**src/hdl/pfs_map.svh**
```systemverilog
// Opcodes, field codes and timing constants of the flow sequencer
`ifndef PFS_MAP_SVH
`define PFS_MAP_SVH

// Flow-control opcodes
`define PFS_OP_COND_JUMP 8'h15
`define PFS_OP_JUMP_ALWAYS 8'h16
`define PFS_OP_CALL_SUB 8'h17
`define PFS_OP_RETURN_SUB 8'h18
`define PFS_OP_WAIT 8'h1b

// Wait condition codes in the type field
`define PFS_WAIT_TICKS 8'h00
`define PFS_WAIT_POS 8'h01
`define PFS_WAIT_REF_SWITCH 8'h02
`define PFS_WAIT_LIMIT_SWITCH 8'h03
`define PFS_WAIT_REF_SEARCH 8'h04

// Conditional jump code that tests the timeout error flag
`define PFS_COND_TIMEOUT 8'h08

// Value field that selects the accumulator as tick source
`define PFS_VALUE_ACCUM 32'hffffffff

// Return stack depth
`define PFS_STACK_DEPTH 8

// Tick timebase: period in ms, clock in kHz, cycles per tick
`define PFS_TICK_MS 10
`define PFS_CLK_KHZ 100000
`define PFS_TICK_CYCLES (`PFS_TICK_MS * `PFS_CLK_KHZ)

// Reset values
`define PFS_PC_RESET 32'h00000000

`endif

```
**src/hdl/pfs_pkg.sv**
```systemverilog
// Types shared by the flow sequencer modules
package pfs_pkg;

    // Sequencer operating mode
    typedef enum logic {PFS_IDLE, PFS_WAIT} pfs_mode_e;

    // Program counter and command value word
    typedef logic [31:0] pfs_word_t;

endpackage

```
**src/hdl/pfs_return_stack.sv**
```systemverilog
// Return address stack for subroutine calls
`timescale 1ns/1ps
`default_nettype none
module pfs_return_stack #(
    parameter int unsigned DEPTH = 8,
    parameter int unsigned WIDTH = 32
) (
    input wire logic sys_clk, // System clock
    input wire logic rst, // Synchronous reset
    input wire logic push, // Push pushData
    input wire logic [WIDTH-1:0] pushData, // Word to save
    input wire logic pop, // Drop the top entry
    output logic [WIDTH-1:0] top, // Most recent entry
    output logic [$clog2(DEPTH):0] depth, // Entries held
    output logic full, // No space left
    output logic empty // Nothing saved
);
    import pfs_pkg::*;

    localparam int unsigned DW = $clog2(DEPTH);

    typedef struct packed {
        logic [DEPTH-1:0][WIDTH-1:0] mem;
        logic [DW:0] depth;
    } pfs_stack_s;

    pfs_stack_s st;
    pfs_stack_s next_st;

    // Push and pop are refused at the limits so depth never wraps
    always_comb
    begin
        next_st = st;
        if (push && !full)
        begin
            next_st.mem[st.depth[DW-1:0]] = pushData;
            next_st.depth = st.depth + (DW+1)'(1);
        end
        else if (pop && !empty)
        begin
            next_st.depth = st.depth - (DW+1)'(1);
        end
    end

    // State register
    always_ff @(posedge sys_clk)
    begin
        if (rst)
            st <= '0;
        else
            st <= next_st;
    end

    // Status and top word
    assign full = (st.depth == (DW+1)'(DEPTH));
    assign empty = (st.depth == '0);
    assign depth = st.depth;
    assign top = st.mem[DW'(st.depth - (DW+1)'(1))];
endmodule
`default_nettype wire

```
**src/hdl/pfs_sequencer.sv**
```systemverilog
// Program flow sequencer: jump, call, return and wait commands
//
// How it works
// - Flow commands act only in standalone mode; host commands change nothing.
// - Jump-always loads the program counter from the value field.
// - Call pushes the program counter then loads the subroutine address.
// - The return stack holds exactly eight entries.
// - A call with a full stack changes neither stack nor counter.
// - Return pops the newest entry and resumes after the call.
// - Return with an empty stack changes neither counter nor stack.
// - Wait opcode type field picks ticks, position, ref, limit or search.
// - During a wait the counter holds until condition or timeout, then steps.
// - Tick wait stalls until the given tick count has elapsed.
// - One tick every ten milliseconds for delays and timeouts.
// - Position wait ends when the selected axis reaches its target.
// - Reference wait ends when the selected axis reference switch triggers.
// - Limit wait ends when either limit switch of the axis triggers.
// - Search wait ends when the selected axis finishes reference search.
// - Axis waits use the value as tick timeout; zero waits forever.
// - Value minus one takes the accumulator as count or timeout.
// - Timeout end sets a sticky error flag until clear-error.
// - Conditional jump code eight branches when the error flag is set.
`timescale 1ns/1ps
`default_nettype none
`include "pfs_map.svh"
module pfs_sequencer #(
    parameter int unsigned AXES = 4,
    parameter int unsigned TICK_CYCLES = `PFS_TICK_CYCLES
) (
    input wire logic sys_clk, // System clock, 100 MHz
    input wire logic rst, // Synchronous reset, active high
    input wire logic standalone, // High while running a stored program
    input wire logic cmdValid, // Command present
    input wire logic [7:0] cmdOpcode, // Instruction number
    input wire logic [7:0] cmdType, // Type field
    input wire logic [7:0] cmdMotor, // Motor/bank field
    input wire pfs_pkg::pfs_word_t cmdValue, // Value field
    input wire pfs_pkg::pfs_word_t accum, // Accumulator contents
    input wire logic clearError, // Clear-error pulse
    input wire logic [AXES-1:0] targetReached, // Axis at target
    input wire logic [AXES-1:0] refSwitch, // Reference switch
    input wire logic [AXES-1:0] limitLeft, // Left limit switch
    input wire logic [AXES-1:0] limitRight, // Right limit switch
    input wire logic [AXES-1:0] refSearchDone, // Reference search over
    output pfs_pkg::pfs_word_t pc, // Program counter
    output logic cmdDone, // Command finished pulse
    output logic waitBusy, // Wait in progress
    output logic timeoutErrorFlag // Sticky timeout error
);
    import pfs_pkg::*;

    localparam int unsigned SW = 5 * AXES;
    localparam int unsigned DEPTH = `PFS_STACK_DEPTH;
    localparam int unsigned DW = $clog2(DEPTH);

    typedef struct packed {
        pfs_mode_e mode;
        logic [SW-1:0] sync1;
        logic [SW-1:0] sync2;
        pfs_word_t pc;
        logic done;
        logic busy;
        logic timeoutErr;
        logic [7:0] waitType;
        logic [7:0] waitMotor;
        pfs_word_t waitCount;
        pfs_word_t tickCount;
    } pfs_seq_s;

    pfs_seq_s st;
    pfs_seq_s next_st;

    logic tick;
    logic tickRestart;
    logic stackPush;
    logic stackPop;
    pfs_word_t stackTop;
    logic [DW:0] stackDepth;
    logic stackFull;
    logic stackEmpty;
    logic accept;
    logic axisOk;
    logic [AXES-1:0] selMask;
    logic condMet;
    logic ticksReached;
    pfs_word_t cmdCount;

    //------------------------------------------------------------
    // Submodules
    //------------------------------------------------------------

    // Tick divider, restarted at each wait start
    // divided clock tick
    pfs_tick_gen #(
        .CYCLES(TICK_CYCLES)
    ) u_tick (
        .sys_clk(sys_clk),
        .rst(rst),
        .restart(tickRestart),
        .tick(tick)
    );

    // Eight-entry return stack
    // eight entry stack
    pfs_return_stack #(
        .DEPTH(DEPTH),
        .WIDTH(32)
    ) u_stack (
        .sys_clk(sys_clk),
        .rst(rst),
        .push(stackPush),
        .pushData(st.pc),
        .pop(stackPop),
        .top(stackTop),
        .depth(stackDepth),
        .full(stackFull),
        .empty(stackEmpty)
    );

    //------------------------------------------------------------
    // Decode helpers
    //------------------------------------------------------------

    // Axis status after synchronising; unknown axis never meets
    assign axisOk = (st.waitMotor < 8'(AXES));
    assign selMask = axisOk ? (AXES'(1) << st.waitMotor) : '0;
    assign ticksReached = (st.tickCount >= st.waitCount);
    assign accept = cmdValid && (st.mode == PFS_IDLE);

    // Count source for a new wait
    // accumulator as count
    assign cmdCount = (cmdValue == `PFS_VALUE_ACCUM) ? accum : cmdValue;

    // Condition of the wait in progress
    always_comb
    begin
        condMet = 1'b0;
        unique case (st.waitType)
            `PFS_WAIT_POS:
                condMet = |(st.sync2[4*AXES +: AXES] & selMask);
            `PFS_WAIT_REF_SWITCH:
                condMet = |(st.sync2[3*AXES +: AXES] & selMask);
            `PFS_WAIT_LIMIT_SWITCH:
                condMet = |((st.sync2[2*AXES +: AXES]
                    | st.sync2[AXES +: AXES]) & selMask);
            `PFS_WAIT_REF_SEARCH:
                condMet = |(st.sync2[0 +: AXES] & selMask);
            default:
                condMet = 1'b0;
        endcase
    end

    //------------------------------------------------------------
    // Next state
    //------------------------------------------------------------

    // Pins pass two flops; commands act only in the idle mode
    always_comb
    begin
        next_st = st;
        next_st.sync1 = {targetReached, refSwitch, limitLeft, limitRight,
            refSearchDone};
        next_st.sync2 = st.sync1;
        next_st.done = 1'b0;
        tickRestart = 1'b0;
        stackPush = 1'b0;
        stackPop = 1'b0;
        // Clear first so a timeout in the same cycle still wins
        if (clearError)
            next_st.timeoutErr = 1'b0;
        unique case (st.mode)
            PFS_IDLE:
            begin
                if (accept && standalone)
                begin
                    next_st.done = 1'b1;
                    next_st.pc = st.pc + 32'h00000001;
                    unique case (cmdOpcode)
                        `PFS_OP_JUMP_ALWAYS:
                            next_st.pc = cmdValue;
                        `PFS_OP_CALL_SUB:
                        begin
                            if (stackFull)
                                next_st.pc = st.pc;
                            else
                            begin
                                stackPush = 1'b1;
                                next_st.pc = cmdValue;
                            end
                        end
                        `PFS_OP_RETURN_SUB:
                        begin
                            if (stackEmpty)
                                next_st.pc = st.pc;
                            else
                            begin
                                stackPop = 1'b1;
                                next_st.pc = stackTop + 32'h00000001;
                            end
                        end
                        `PFS_OP_COND_JUMP:
                        begin
                            if (cmdType == `PFS_COND_TIMEOUT && st.timeoutErr)
                                next_st.pc = cmdValue;
                        end
                        `PFS_OP_WAIT:
                        begin
                            if (cmdType <= `PFS_WAIT_REF_SEARCH)
                            begin
                                next_st.pc = st.pc;
                                next_st.done = 1'b0;
                                next_st.mode = PFS_WAIT;
                                next_st.busy = 1'b1;
                                next_st.waitType = cmdType;
                                next_st.waitMotor = cmdMotor;
                                next_st.waitCount = cmdCount;
                                next_st.tickCount = '0;
                                tickRestart = 1'b1;
                            end
                        end
                        default:
                            next_st.pc = st.pc + 32'h00000001;
                    endcase
                end
                else if (accept)
                begin
                    next_st.done = 1'b1;
                end
            end
            PFS_WAIT:
            begin
                if (tick)
                    next_st.tickCount = st.tickCount + 32'h00000001;
                if (st.waitType == `PFS_WAIT_TICKS)
                begin
                    if (ticksReached)
                    begin
                        next_st.mode = PFS_IDLE;
                        next_st.busy = 1'b0;
                    end
                end
                else if (condMet)
                begin
                    next_st.mode = PFS_IDLE;
                    next_st.busy = 1'b0;
                end
                else if (st.waitCount != '0 && ticksReached)
                begin
                    next_st.timeoutErr = 1'b1;
                    next_st.mode = PFS_IDLE;
                    next_st.busy = 1'b0;
                end
                if (next_st.mode == PFS_IDLE)
                begin
                    next_st.pc = st.pc + 32'h00000001;
                    next_st.done = 1'b1;
                end
            end
        endcase
    end

    // State register
    always_ff @(posedge sys_clk)
    begin
        if (rst)
        begin
            st <= '0;
            st.mode <= PFS_IDLE;
            st.pc <= `PFS_PC_RESET;
        end
        else
            st <= next_st;
    end

    //------------------------------------------------------------
    // Outputs
    //------------------------------------------------------------

    // All outputs straight from the state register
    assign pc = st.pc;
    assign cmdDone = st.done;
    assign waitBusy = st.busy;
    assign timeoutErrorFlag = st.timeoutErr;

    //------------------------------------------------------------
    // Checks
    //------------------------------------------------------------

    direct_mode_inert_a: assert property (
        @(posedge sys_clk) disable iff (rst)
        accept && !standalone |=> $stable(st.pc) && st.done)
        else $error("direct mode command moved the counter");

    jump_load_a: assert property (
        @(posedge sys_clk) disable iff (rst)
        accept && standalone && cmdOpcode == `PFS_OP_JUMP_ALWAYS
        |=> st.pc == $past(cmdValue))
        else $error("jump did not load the value field");

    call_push_a: assert property (
        @(posedge sys_clk) disable iff (rst)
        accept && standalone && cmdOpcode == `PFS_OP_CALL_SUB && !stackFull
        |=> st.pc == $past(cmdValue)
        && stackDepth == $past(stackDepth) + 1'b1
        && stackTop == $past(st.pc))
        else $error("call did not save and jump");

    stack_depth_a: assert property (
        @(posedge sys_clk) disable iff (rst)
        stackDepth <= (DW+1)'(DEPTH))
        else $error("return stack deeper than eight");

    call_full_a: assert property (
        @(posedge sys_clk) disable iff (rst)
        accept && standalone && cmdOpcode == `PFS_OP_CALL_SUB && stackFull
        |=> $stable(st.pc) && stackDepth == (DW+1)'(DEPTH))
        else $error("call on full stack had an effect");

    return_pop_a: assert property (
        @(posedge sys_clk) disable iff (rst)
        accept && standalone && cmdOpcode == `PFS_OP_RETURN_SUB && !stackEmpty
        |=> st.pc == $past(stackTop) + 32'h00000001
        && stackDepth == $past(stackDepth) - 1'b1)
        else $error("return did not pop");

    return_empty_a: assert property (
        @(posedge sys_clk) disable iff (rst)
        accept && standalone && cmdOpcode == `PFS_OP_RETURN_SUB && stackEmpty
        |=> $stable(st.pc) && stackDepth == '0)
        else $error("return on empty stack had an effect");

    wait_hold_a: assert property (
        @(posedge sys_clk) disable iff (rst)
        st.busy ##1 st.busy |-> $stable(st.pc) && !st.done)
        else $error("counter moved during a wait");

    axis_end_a: assert property (
        @(posedge sys_clk) disable iff (rst)
        st.busy && st.waitType != `PFS_WAIT_TICKS && condMet
        |=> !st.busy && st.done && st.pc == $past(st.pc) + 32'h00000001)
        else $error("met condition did not end the wait");

    no_timeout_a: assert property (
        @(posedge sys_clk) disable iff (rst)
        st.busy && st.waitType != `PFS_WAIT_TICKS && st.waitCount == '0
        && !condMet |=> st.busy)
        else $error("wait without timeout ended early");

    timeout_sticky_a: assert property (
        @(posedge sys_clk) disable iff (rst)
        st.timeoutErr && !clearError |=> st.timeoutErr)
        else $error("timeout flag dropped without clear");

    cond_timeout_a: assert property (
        @(posedge sys_clk) disable iff (rst)
        accept && standalone && cmdOpcode == `PFS_OP_COND_JUMP
        && cmdType == `PFS_COND_TIMEOUT && st.timeoutErr
        |=> st.pc == $past(cmdValue))
        else $error("timeout branch not taken");
endmodule
`default_nettype wire

```
**src/hdl/pfs_tick_gen.sv**
```systemverilog
// Restartable divider that makes the wait tick pulse
`timescale 1ns/1ps
`default_nettype none
module pfs_tick_gen #(
    parameter int unsigned CYCLES = 1000000
) (
    input wire logic sys_clk, // System clock
    input wire logic rst, // Synchronous reset
    input wire logic restart, // Restart the tick period
    output logic tick // One-cycle tick pulse
);
    import pfs_pkg::*;

    localparam int unsigned CW = (CYCLES > 1) ? $clog2(CYCLES) : 1;

    typedef struct packed {
        logic [CW-1:0] count;
        logic tick;
    } pfs_tick_s;

    pfs_tick_s st;
    pfs_tick_s next_st;

    // Restart aligns the first tick to a whole period after wait start
    always_comb
    begin
        next_st = st;
        next_st.tick = 1'b0;
        if (restart)
        begin
            next_st.count = '0;
        end
        else if (st.count == CW'(CYCLES - 1))
        begin
            next_st.count = '0;
            next_st.tick = 1'b1;
        end
        else
        begin
            next_st.count = st.count + CW'(1);
        end
    end

    // State register
    always_ff @(posedge sys_clk)
    begin
        if (rst)
            st <= '0;
        else
            st <= next_st;
    end

    assign tick = st.tick;
endmodule
`default_nettype wire

```
**config.mk**
```make
export PLATFORM = sky130hd
export DESIGN_NAME = pfs_sequencer
export DESIGN_NICKNAME = d
export VERILOG_FILES = /design/src/hdl/pfs_pkg.sv /design/src/hdl/pfs_return_stack.sv /design/src/hdl/pfs_sequencer.sv /design/src/hdl/pfs_tick_gen.sv
export VERILOG_INCLUDE_DIRS = /design/src /design/src/hdl
export SDC_FILE = /design/constraint.sdc
export NUM_CORES = 1
export LEC_CHECK = 0
export ABC_CLOCK_PERIOD_IN_PS = 6500
export BUFFER_PORTS_ARGS = -buffer_cell sky130_fd_sc_hd__buf_2
export CAP_MARGIN = 30
export CORE_UTILIZATION = 60
export CTS_CLUSTER_DIAMETER = 100
export CTS_CLUSTER_SIZE = 30
export DETAILED_ROUTE_END_ITERATION = 7
export PLACE_DENSITY = 0.76
export REMOVE_ABC_BUFFERS = 1
export SYNTH_ARGS = -nofsm -noshare
export SYNTH_HDL_FRONTEND = slang
export SYNTH_HIERARCHICAL = 1
export SYNTH_SLANG_ARGS = --single-unit
```
**constraint.sdc**
```tcl
create_clock -name sys_clk -period 6.5 [get_ports sys_clk]
set_input_delay 1.3 -clock sys_clk [delete_from_list [all_inputs] [get_ports sys_clk]]
set_output_delay 1.3 -clock sys_clk [all_outputs]
set_load 0.01 [all_outputs]
```
# Word-level counts from Yosys, hierarchy flattened
# Cells that the tools add are included.
[classes]
n_addsub = 6
n_lt_le_gt_ge = 6
n_eq_ne = 23
n_shift = 1
n_mux = 54
bitwise_logic = 6
n_reduce_logical = 23
[op_table]
columns = ["cell", "count"]
rows = [
  ["32-bit two-way mux", 11],
  ["256-bit bitwise mux", 1],
  ["32-bit case mux with 5 select lines", 1],
  ["32-bit by 1-bit adder with 32-bit output (second input constant)", 3],
  ["32-bit binary-select mux with 3-bit select", 1],
  ["32-bit demux with 3-bit select", 1],
  ["34-bit case mux with 2 select lines", 1],
  ["32-bit case mux with 2 select lines", 1],
  ["8-bit by 5-bit == test with 1-bit output (second input constant)", 5],
  ["34-bit two-way mux", 1],
  ["33-bit two-way mux", 1],
  ["32-bit == test (second input constant)", 1],
  ["32-bit greater-or-equal comparator", 1],
  ["32-bit nonzero test", 1],
  ["1-bit two-way mux", 28],
  ["20-bit by 1-bit adder with 20-bit output (second input constant)", 1],
  ["20-bit == test (second input constant)", 1],
  ["4-bit AND", 4],
  ["8-bit by 2-bit == test with 1-bit output (second input constant)", 2],
  ["4-bit OR reduction", 4],
  ["4-bit two-way mux", 3],
  ["3-bit != test (second input constant)", 4],
  ["5-bit AND reduction", 2],
  ["8-bit by 1-bit == test with 1-bit output (second input constant)", 1],
  ["26 further kinds", 39],
]
[word_totals]
reg_bits = 437
in_bits = 113
out_inout_bits = 35

# Logic depth before layout (Yosys ltp)
# Gate-level depths: netlist of run 1.
[logic_depth]
depth_word = 10
mapped_depth = 16
ltp_nobuf = 13

# Hierarchy
# Netlist of run 1, hierarchy kept.
[by_module_without_submodules]
columns = ["mod", "instances", "cells_each", "area_per_inst_um2"]
rows = [
  ["pfs_return_stack", 1, 1323, 11589.9],
  ["pfs_sequencer", 1, 1125, 8913.5],
  ["pfs_tick_gen", 1, 107, 934.6],
]

# Worst setup path after synthesis of run 1
# No wires, ideal clock.
[synth_path]
path_kind = "in2reg"
from = "in cmdOpcode[5]"
to = "reg u_tick/st[10] (netlist name)"
setup_ns = 0.128
t_arrival_ns = 3.719
required_ns = 6.372
path_slack_ns = 2.654
cell_stages = 10
n_path_buf = 4
path_cell_list = "or4b_1 buf_2 or3_1 or3_4 inv_2 buf_2 buf_1 a311o_1 clkbuf_1 nor2_1"
[synth_between]
elab_chain_cells = 5
[synth_rtl]
columns = ["element", "line_no", "source"]
rows = [
  ["start: declaration", "pfs_sequencer.sv:34", "input wire logic [7:0] cmdOpcode,"],
  ["8-bit by 5-bit == test with 1-bit output", "pfs_sequencer.sv:178", "unique case (cmdOpcode)"],
  ["1-bit two-way mux", "pfs_sequencer.sv:178", ""],
  ["1-bit two-way mux", "pfs_sequencer.sv:174", "if (accept && standalone)"],
  ["1-bit two-way mux", "pfs_sequencer.sv:171", "unique case (st.mode)"],
  ["net tickRestart", "pfs_sequencer.sv:74", "logic tickRestart;"],
  ["3-bit OR reduction (no source line)", "-", ""],
  ["end signal: assignment", "pfs_tick_gen.sv:50", "st <= next_st;"],
  ["end: declaration", "pfs_tick_gen.sv:21", "pfs_tick_s st;"],
]
# The timed path passes the listed nets, and every way through them passes these cells.
# A chain may end at the register's enable or synchronous reset.

# Worst setup path after layout of run 1
[layout_path]
from = "reg u_stack.st (netlist bit u_stack/depth[1])"
to = "reg pc[31] (netlist name)"
[layout_between]
elab_chain_cells = 8
word_cells_on_any_way = 13
cone_classes = "2 x add/sub; 3 x eq/ne; 6 x mux; 2 x reduce/logical"
[layout_rtl]
columns = ["element", "line_no", "source"]
rows = [
  ["start: declaration", "pfs_return_stack.sv:27", "pfs_stack_s st;"],
  ["start signal: assignment", "pfs_return_stack.sv:51", "st <= next_st;"],
  ["4-bit by 1-bit subtractor with 4-bit output", "-", ""],
  ["32-bit binary-select mux with 3-bit select", "pfs_return_stack.sv:58", "assign top = st.mem[DW'(st.depth - (DW+1)'(1))];"],
  ["32-bit two-way mux (not written as such)", "pfs_return_stack.sv:58", ""],
  ["net stackTop[16]", "pfs_sequencer.sv:77", "pfs_word_t stackTop;"],
  ["32-bit by 1-bit adder with 32-bit output", "pfs_sequencer.sv:198", "next_st.pc = stackTop + 32'h00000001;"],
  ["32-bit two-way mux", "pfs_sequencer.sv:193", "if (stackEmpty)"],
  ["32-bit case mux with 5 select lines", "pfs_sequencer.sv:178", ""],
  ["32-bit two-way mux", "pfs_sequencer.sv:174", ""],
  ["34-bit case mux with 2 select lines", "pfs_sequencer.sv:171", ""],
]
# The timed path passes the listed nets, and every way through them passes these cells. The select of a mux whose other input is x is not followed.

==> flow_metrics.env, run 1 <==
export IMPL_dpl_hpwl_um=40630
export IMPL_crit_slowest_cell="nor4_1"
export IMPL_fin_crit_sh=0.7176
export IMPL_clk_latency_ps=560
export IMPL_crit_family="simple AND/OR/NAND/NOR gates"
export IMPL_path_cells="inv_1 > ha_2 > xor2_4 > buf_4 > mux2_2 > nand4_1 > nor4_1 > nand2_1 > or4_1 > a31oi_1 > a211oi_1 > nor3_1"
export IMPL_intPower_mw=3.297
export IMPL_layout_drive_gt1_share=0.1158
export IMPL_grt_usage=0.3329
export IMPL_antenna_found_initial=0
export IMPL_cpPeakStageDelay_ps=880
export IMPL_critPathLaunchType="register"
export IMPL_holdPathStages=1
export IMPL_status="complete, no violations"
export IMPL_cp_required_ps=6990
export IMPL_switching_share=0.2288
export IMPL_port_buffers=147
export IMPL_p_leak_nw=7.706
export IMPL_yosys_warnings=6
export IMPL_seqPwrFrac=0.634
export IMPL_cts_setup_buffers=0
export IMPL_cts_tree="done"
export IMPL_finalSetupViolations=0
export IMPL_slew_limit_headroom=0.3209
export IMPL_critPathArrivalTime_ps=5150
export IMPL_maxCapViolations=0
export IMPL_end_kind="register"
export IMPL_cts_buffers=18
export IMPL_ant_nets=0
export IMPL_dp_worst_setup_slack_ps=1813
export IMPL_worstSetupPathDepth=12
export IMPL_placed_area_um2=21880
export IMPL_die_x_um=190.9
export IMPL_placed_cells=2963
export IMPL_drc=0
export IMPL_layout_cells_non_filler=2985
export IMPL_coreArea_um2=34800
export IMPL_cts_root_buf="clkbuf_16"
export IMPL_post_cts_resized=0
export IMPL_hold_ws_ps=444.6
export IMPL_min_path_type="reg -> reg"
export IMPL_synthToLayoutAreaGrowth_pct=4.582
export IMPL_finClkSkew_ps=23.67
export IMPL_fmax_ghz=0.2144
export IMPL_path_max_fanout=16
export IMPL_die_area_um2=36440
export IMPL_slew_viol_final=0
export IMPL_drt_iter0_markers=1861
export IMPL_num_vias=18760
export IMPL_r2r_cells=12
export IMPL_antennaDiodeCount=0
export IMPL_post_route_util=0.6434
export IMPL_io_pins=148
export IMPL_power_density_nw_per_um2=191.0
export IMPL_setup_tns_ps=0
export IMPL_hold_viol_final=0
export IMPL_power_total_mw=4.276
export IMPL_htree_levels=1
export IMPL_power_frac_clock=0.327
export IMPL_clock_tree_buffer_depth=3
export IMPL_grt_max_degree=96
export IMPL_overflow=0
export IMPL_cts_hold_buf=0
export IMPL_synth_area_um2=21410
export IMPL_firstDrtPassIters=7
export IMPL_worst_pin_slew_ps=1009
export IMPL_rsz0062_at_grt="no"
export IMPL_vias_per_cell=6.285
export IMPL_die_y_um=190.9
export IMPL_irDropWorstVdd_mv=0.2239
export IMPL_syn_avg_cell_area_um2=8.392
export IMPL_grt_pass1_vias=17560
export IMPL_final_cell_area_um2=22390
export IMPL_synthCells=2551
export IMPL_grt_pass1_wl_um=95200
export IMPL_crit_type="reg -> reg"
export IMPL_clock_sinks=437
export IMPL_start_util=0.6152
export IMPL_place_gp_congestion=0.9289
export IMPL_clk_pin_slew_ps=130
export IMPL_path_buf_inv=2
export IMPL_p_comb_frac=0.039
export IMPL_switchingPower_mw=0.9784
export IMPL_nNetsFinal=2679
export IMPL_timing_final_ws_setup_ps=1836
export IMPL_wl_per_cell_um=20.78
export IMPL_period_needed_ps=4664
export IMPL_wl_um=62030
export IMPL_num_rows=68
==> routing by layer <==
| layer | global-route usage | wire length, um |
|---|---|---|
| met1 | 0.4399 | 25250 |
| met2 | 0.5393 | 28800 |
| met3 | 0.04773 | 5118 |
| met4 | 0.1480 | 2804 |
| met5 | 0.01236 | 54 |
==> final cells by class <==
class                   instances  area [um^2]
clock buffers                  21        493.0
clock inverters                 1        16.27
fillers                      2946        12410
inverters                      70        262.8
multi-input cells            1812        11190
flip-flops and latches        437         8752
well taps                     455        569.3
repair buffers                189         1101
==> worst reg2reg max path: stages, from the launching register on <==
cell	delay (ps)
dfxtp_1	690
inv_1	260
ha_2	310
xor2_4	660
buf_4	270
mux2_2	220
nand4_1	140
nor4_1	880
nand2_1	250
or4_1	470
a31oi_1	200
a211oi_1	80
nor3_1	170
==> final timing paths <==
| kind | start | to | slack, ps |
|---|---|---|---|
| setup / recovery | u_stack/depth[1] | pc[31] | 1840 |
| hold / removal | next_st[127] | st[127] | 440 |
| setup reg to reg | u_stack/depth[1] | pc[31] | 1840 |
| hold reg to reg | next_st[127] | st[127] | 440 |
==> power groups by stage <==
stage,clock (mW),combinational (mW),sequential [mW]
floorplan,0,0.0433,2.77
global placement,0,0.160,2.77
detailed placement,0,0.164,2.77
CTS,1.41,0.165,2.71
global route,1.50,0.178,2.71
finish,1.40,0.168,2.71
==> state kept, by name, summed over array words and instances, names as in the netlist <==
signal and cells:
cmdDone 1, next_st 20, u_stack/depth 4, u_stack/st 256
timeoutErrorFlag 1, u_tick/st 20, waitBusy 1, st 101
u_tick/tick 1, pc 32
==> layout by cell type (no fill, tap or decap), types with 37 or more instances in the layout <==
cell type / instances
nand3_1: 55
ha_1: 37
nand2_1: 643
a21oi_1: 355
nor2_1: 108
buf_4: 39
mux4_1: 47
xor2_1: 45
nor2b_1: 45
inv_1: 68
dfxtp_1: 436
buf_2: 146
nand4_1: 48
(Power assumes the default switching activity.)
==> run 2, diff against run 1 <==
Settings changed: ABC_AREA from default to 1, ABC_CLOCK_PERIOD_IN_PS 6500 to 3990, CORE_UTILIZATION 60 to 56, PLACE_DENSITY 0.76 to 0.74.
Clock period 6.5 ns to 3.99 ns, I/O delays scaled along.
==> run 2 against run 1 <==
  * Clock skew grew 12 ps
  * Register-to-register slack lost 1600 ps
  * Sequential cell count is the same
  * Design area grew 9.3%
  * Critical path type unchanged
==> flow_metrics.env, run 2 <==
export IMPL_crit_type="reg -> reg"
export IMPL_rsz0062_at_grt="yes"
export IMPL_critPathLaunchType="register"
export IMPL_synthCells=3505
export IMPL_post_route_util=0.6088
export IMPL_layout_cells_non_filler=4048
export IMPL_die_y_um=204.8
export IMPL_dp_worst_setup_slack_ps=299.4
export IMPL_coreArea_um2=40190
export IMPL_wl_um=73520
export IMPL_synth_area_um2=23030
export IMPL_cts_buffers=18
export IMPL_drt_iter0_markers=2391
export IMPL_worst_pin_slew_ps=816.3
export IMPL_io_pins=148
export IMPL_p_leak_nw=10.41
export IMPL_ant_nets=0
export IMPL_num_fill_cells=3897
export IMPL_firstDrtPassIters=6
export IMPL_finalSetupViolations=0
export IMPL_cts_root_buf="clkbuf_16"
export IMPL_layout_drive_gt1_share=0.09055
export IMPL_fin_crit_sh=0.9324
export IMPL_drc=0
export IMPL_hold_viol_final=0
export IMPL_synthToLayoutAreaGrowth_pct=6.226
export IMPL_antennaDiodeCount=0
export IMPL_irDropWorstVdd_mv=0.3335
export IMPL_cts_tree="done"
export IMPL_place_gp_congestion=0.9811
export IMPL_top_regs="u_stack/st x256, st x101, pc x32"
export IMPL_clk_latency_ps=570
export IMPL_clk_pin_slew_ps=120
export IMPL_status="complete, no violations"
export IMPL_setup_tns_ps=0
export IMPL_start_util=0.5731
export IMPL_largest_register="u_stack/st"
export IMPL_antenna_found_initial=0
export IMPL_cts_hold_buf=0
export IMPL_maxCapViolations=0
export IMPL_clock_sinks=437
export IMPL_overflow=0
export IMPL_dpl_hpwl_um=51270
export IMPL_grt_usage=0.3427
export IMPL_num_rows=73
export IMPL_slew_limit_headroom=0.4550
export IMPL_fmax_ghz=0.2688
export IMPL_finClkSkew_ps=35.65
export IMPL_cts_setup_buffers=0
export IMPL_die_x_um=204.8
export IMPL_wl_per_cell_um=18.16
export IMPL_end_kind="register"
export IMPL_grt_pass1_wl_um=114100
export IMPL_die_area_um2=41940
export IMPL_layout_commonest_cell="nand2_1"
export IMPL_grt_pass1_vias=21140
export IMPL_critPathArrivalTime_ps=4190
export IMPL_min_path_type="reg -> reg"
export IMPL_cp_required_ps=4460
export IMPL_power_density_nw_per_um2=299.1
export IMPL_final_cell_mix="nand2_1, nor2_1, dfxtp_1"
export IMPL_path_max_fanout=33
export IMPL_largest_register_ffs=256
export IMPL_placed_cells=4025
export IMPL_vias_per_cell=5.738
export IMPL_period_needed_ps=3720
export IMPL_clock_tree_buffer_depth=3
export IMPL_timing_final_ws_setup_ps=269.7
export IMPL_port_buffers=147
export IMPL_num_vias=23230
export IMPL_syn_avg_cell_area_um2=6.571
export IMPL_nNetsFinal=3671
export IMPL_htree_levels=1
export IMPL_slew_viol_final=0
export IMPL_grt_max_degree=138
export IMPL_power_total_mw=7.318
export IMPL_yosys_warnings=6
## run 2: critical path: stages, from the launching register on
cell     delay (ps)
dfxtp_1         510
inv_1           110
ha_2            320
inv_2           300
buf_12          250
o21ai_0         110
o22ai_1         140
nand3_1          90
nand2_1         220
inv_1           120
nor3_1          250
nand2_1         110
nor3_1          440
nand3_1         130
nand3_1         110
nand2_1          60
o21ai_1         130
nand2_1          70
nor2_1           90
nor2_1           60
## run 2: cell type report
class                           instances  area (um^2)  area share
Multi-Input combinational cell       2493        11840      0.4839
Sequential cell                       437         8752      0.3577
Inverter                              360         1363     0.05569
Timing Repair Buffer                  210         1324     0.05411
Tap cell                              525        656.9     0.02685
Clock buffer                           21        493.0     0.02015
Clock inverter                          2        38.79    0.001585
## run 2: routing by layer
layer | wire length (um) | track usage
met1 | 31690 | 0.4544
met2 | 33520 | 0.5655
met3 | 5281 | 0.03309
met4 | 3032 | 0.1471
met5 | 0 | 0
## run 2: path summary, 6_finish.rpt
check / slack (ps) / end / depth (start not counted) / startpoint
max: 270 / pc[30] / 19 / u_stack/depth[1]
min: 400 / st[117] / 2 / next_st[117]
max reg2reg: 270 / pc[30] / 19 / u_stack/depth[1]
min reg2reg: 400 / st[117] / 2 / next_st[117]
## run 2: report_power, final
part	switching (mW)	internal (mW)	leakage [nW]	total, mW
Sequential	0.0511	4.40	3.53	4.45
Combinational	0.325	0.167	6.62	0.492
Clock	1.41	0.960	0.261	2.37
Total	1.79	5.53	10.4	7.32
## run 2: through the flow
stage | hold slack [ps] | cell area (um^2)
2_1_floorplan | 388.3 | 21940
3_3_place_gp | 390.1 | 23930
3_5_place_dp | 392.5 | 23930
4_1_cts | 407.2 | 24460
5_1_grt | 423.4 | 24470
6_report | 396.7 | 24470
## run 2: timing repair
item / in CTS / in global routing
endpoints found under the setup margin: 0 / 2
gates resized for setup: 0 / 2
endpoints found under the hold margin: 0 / 0
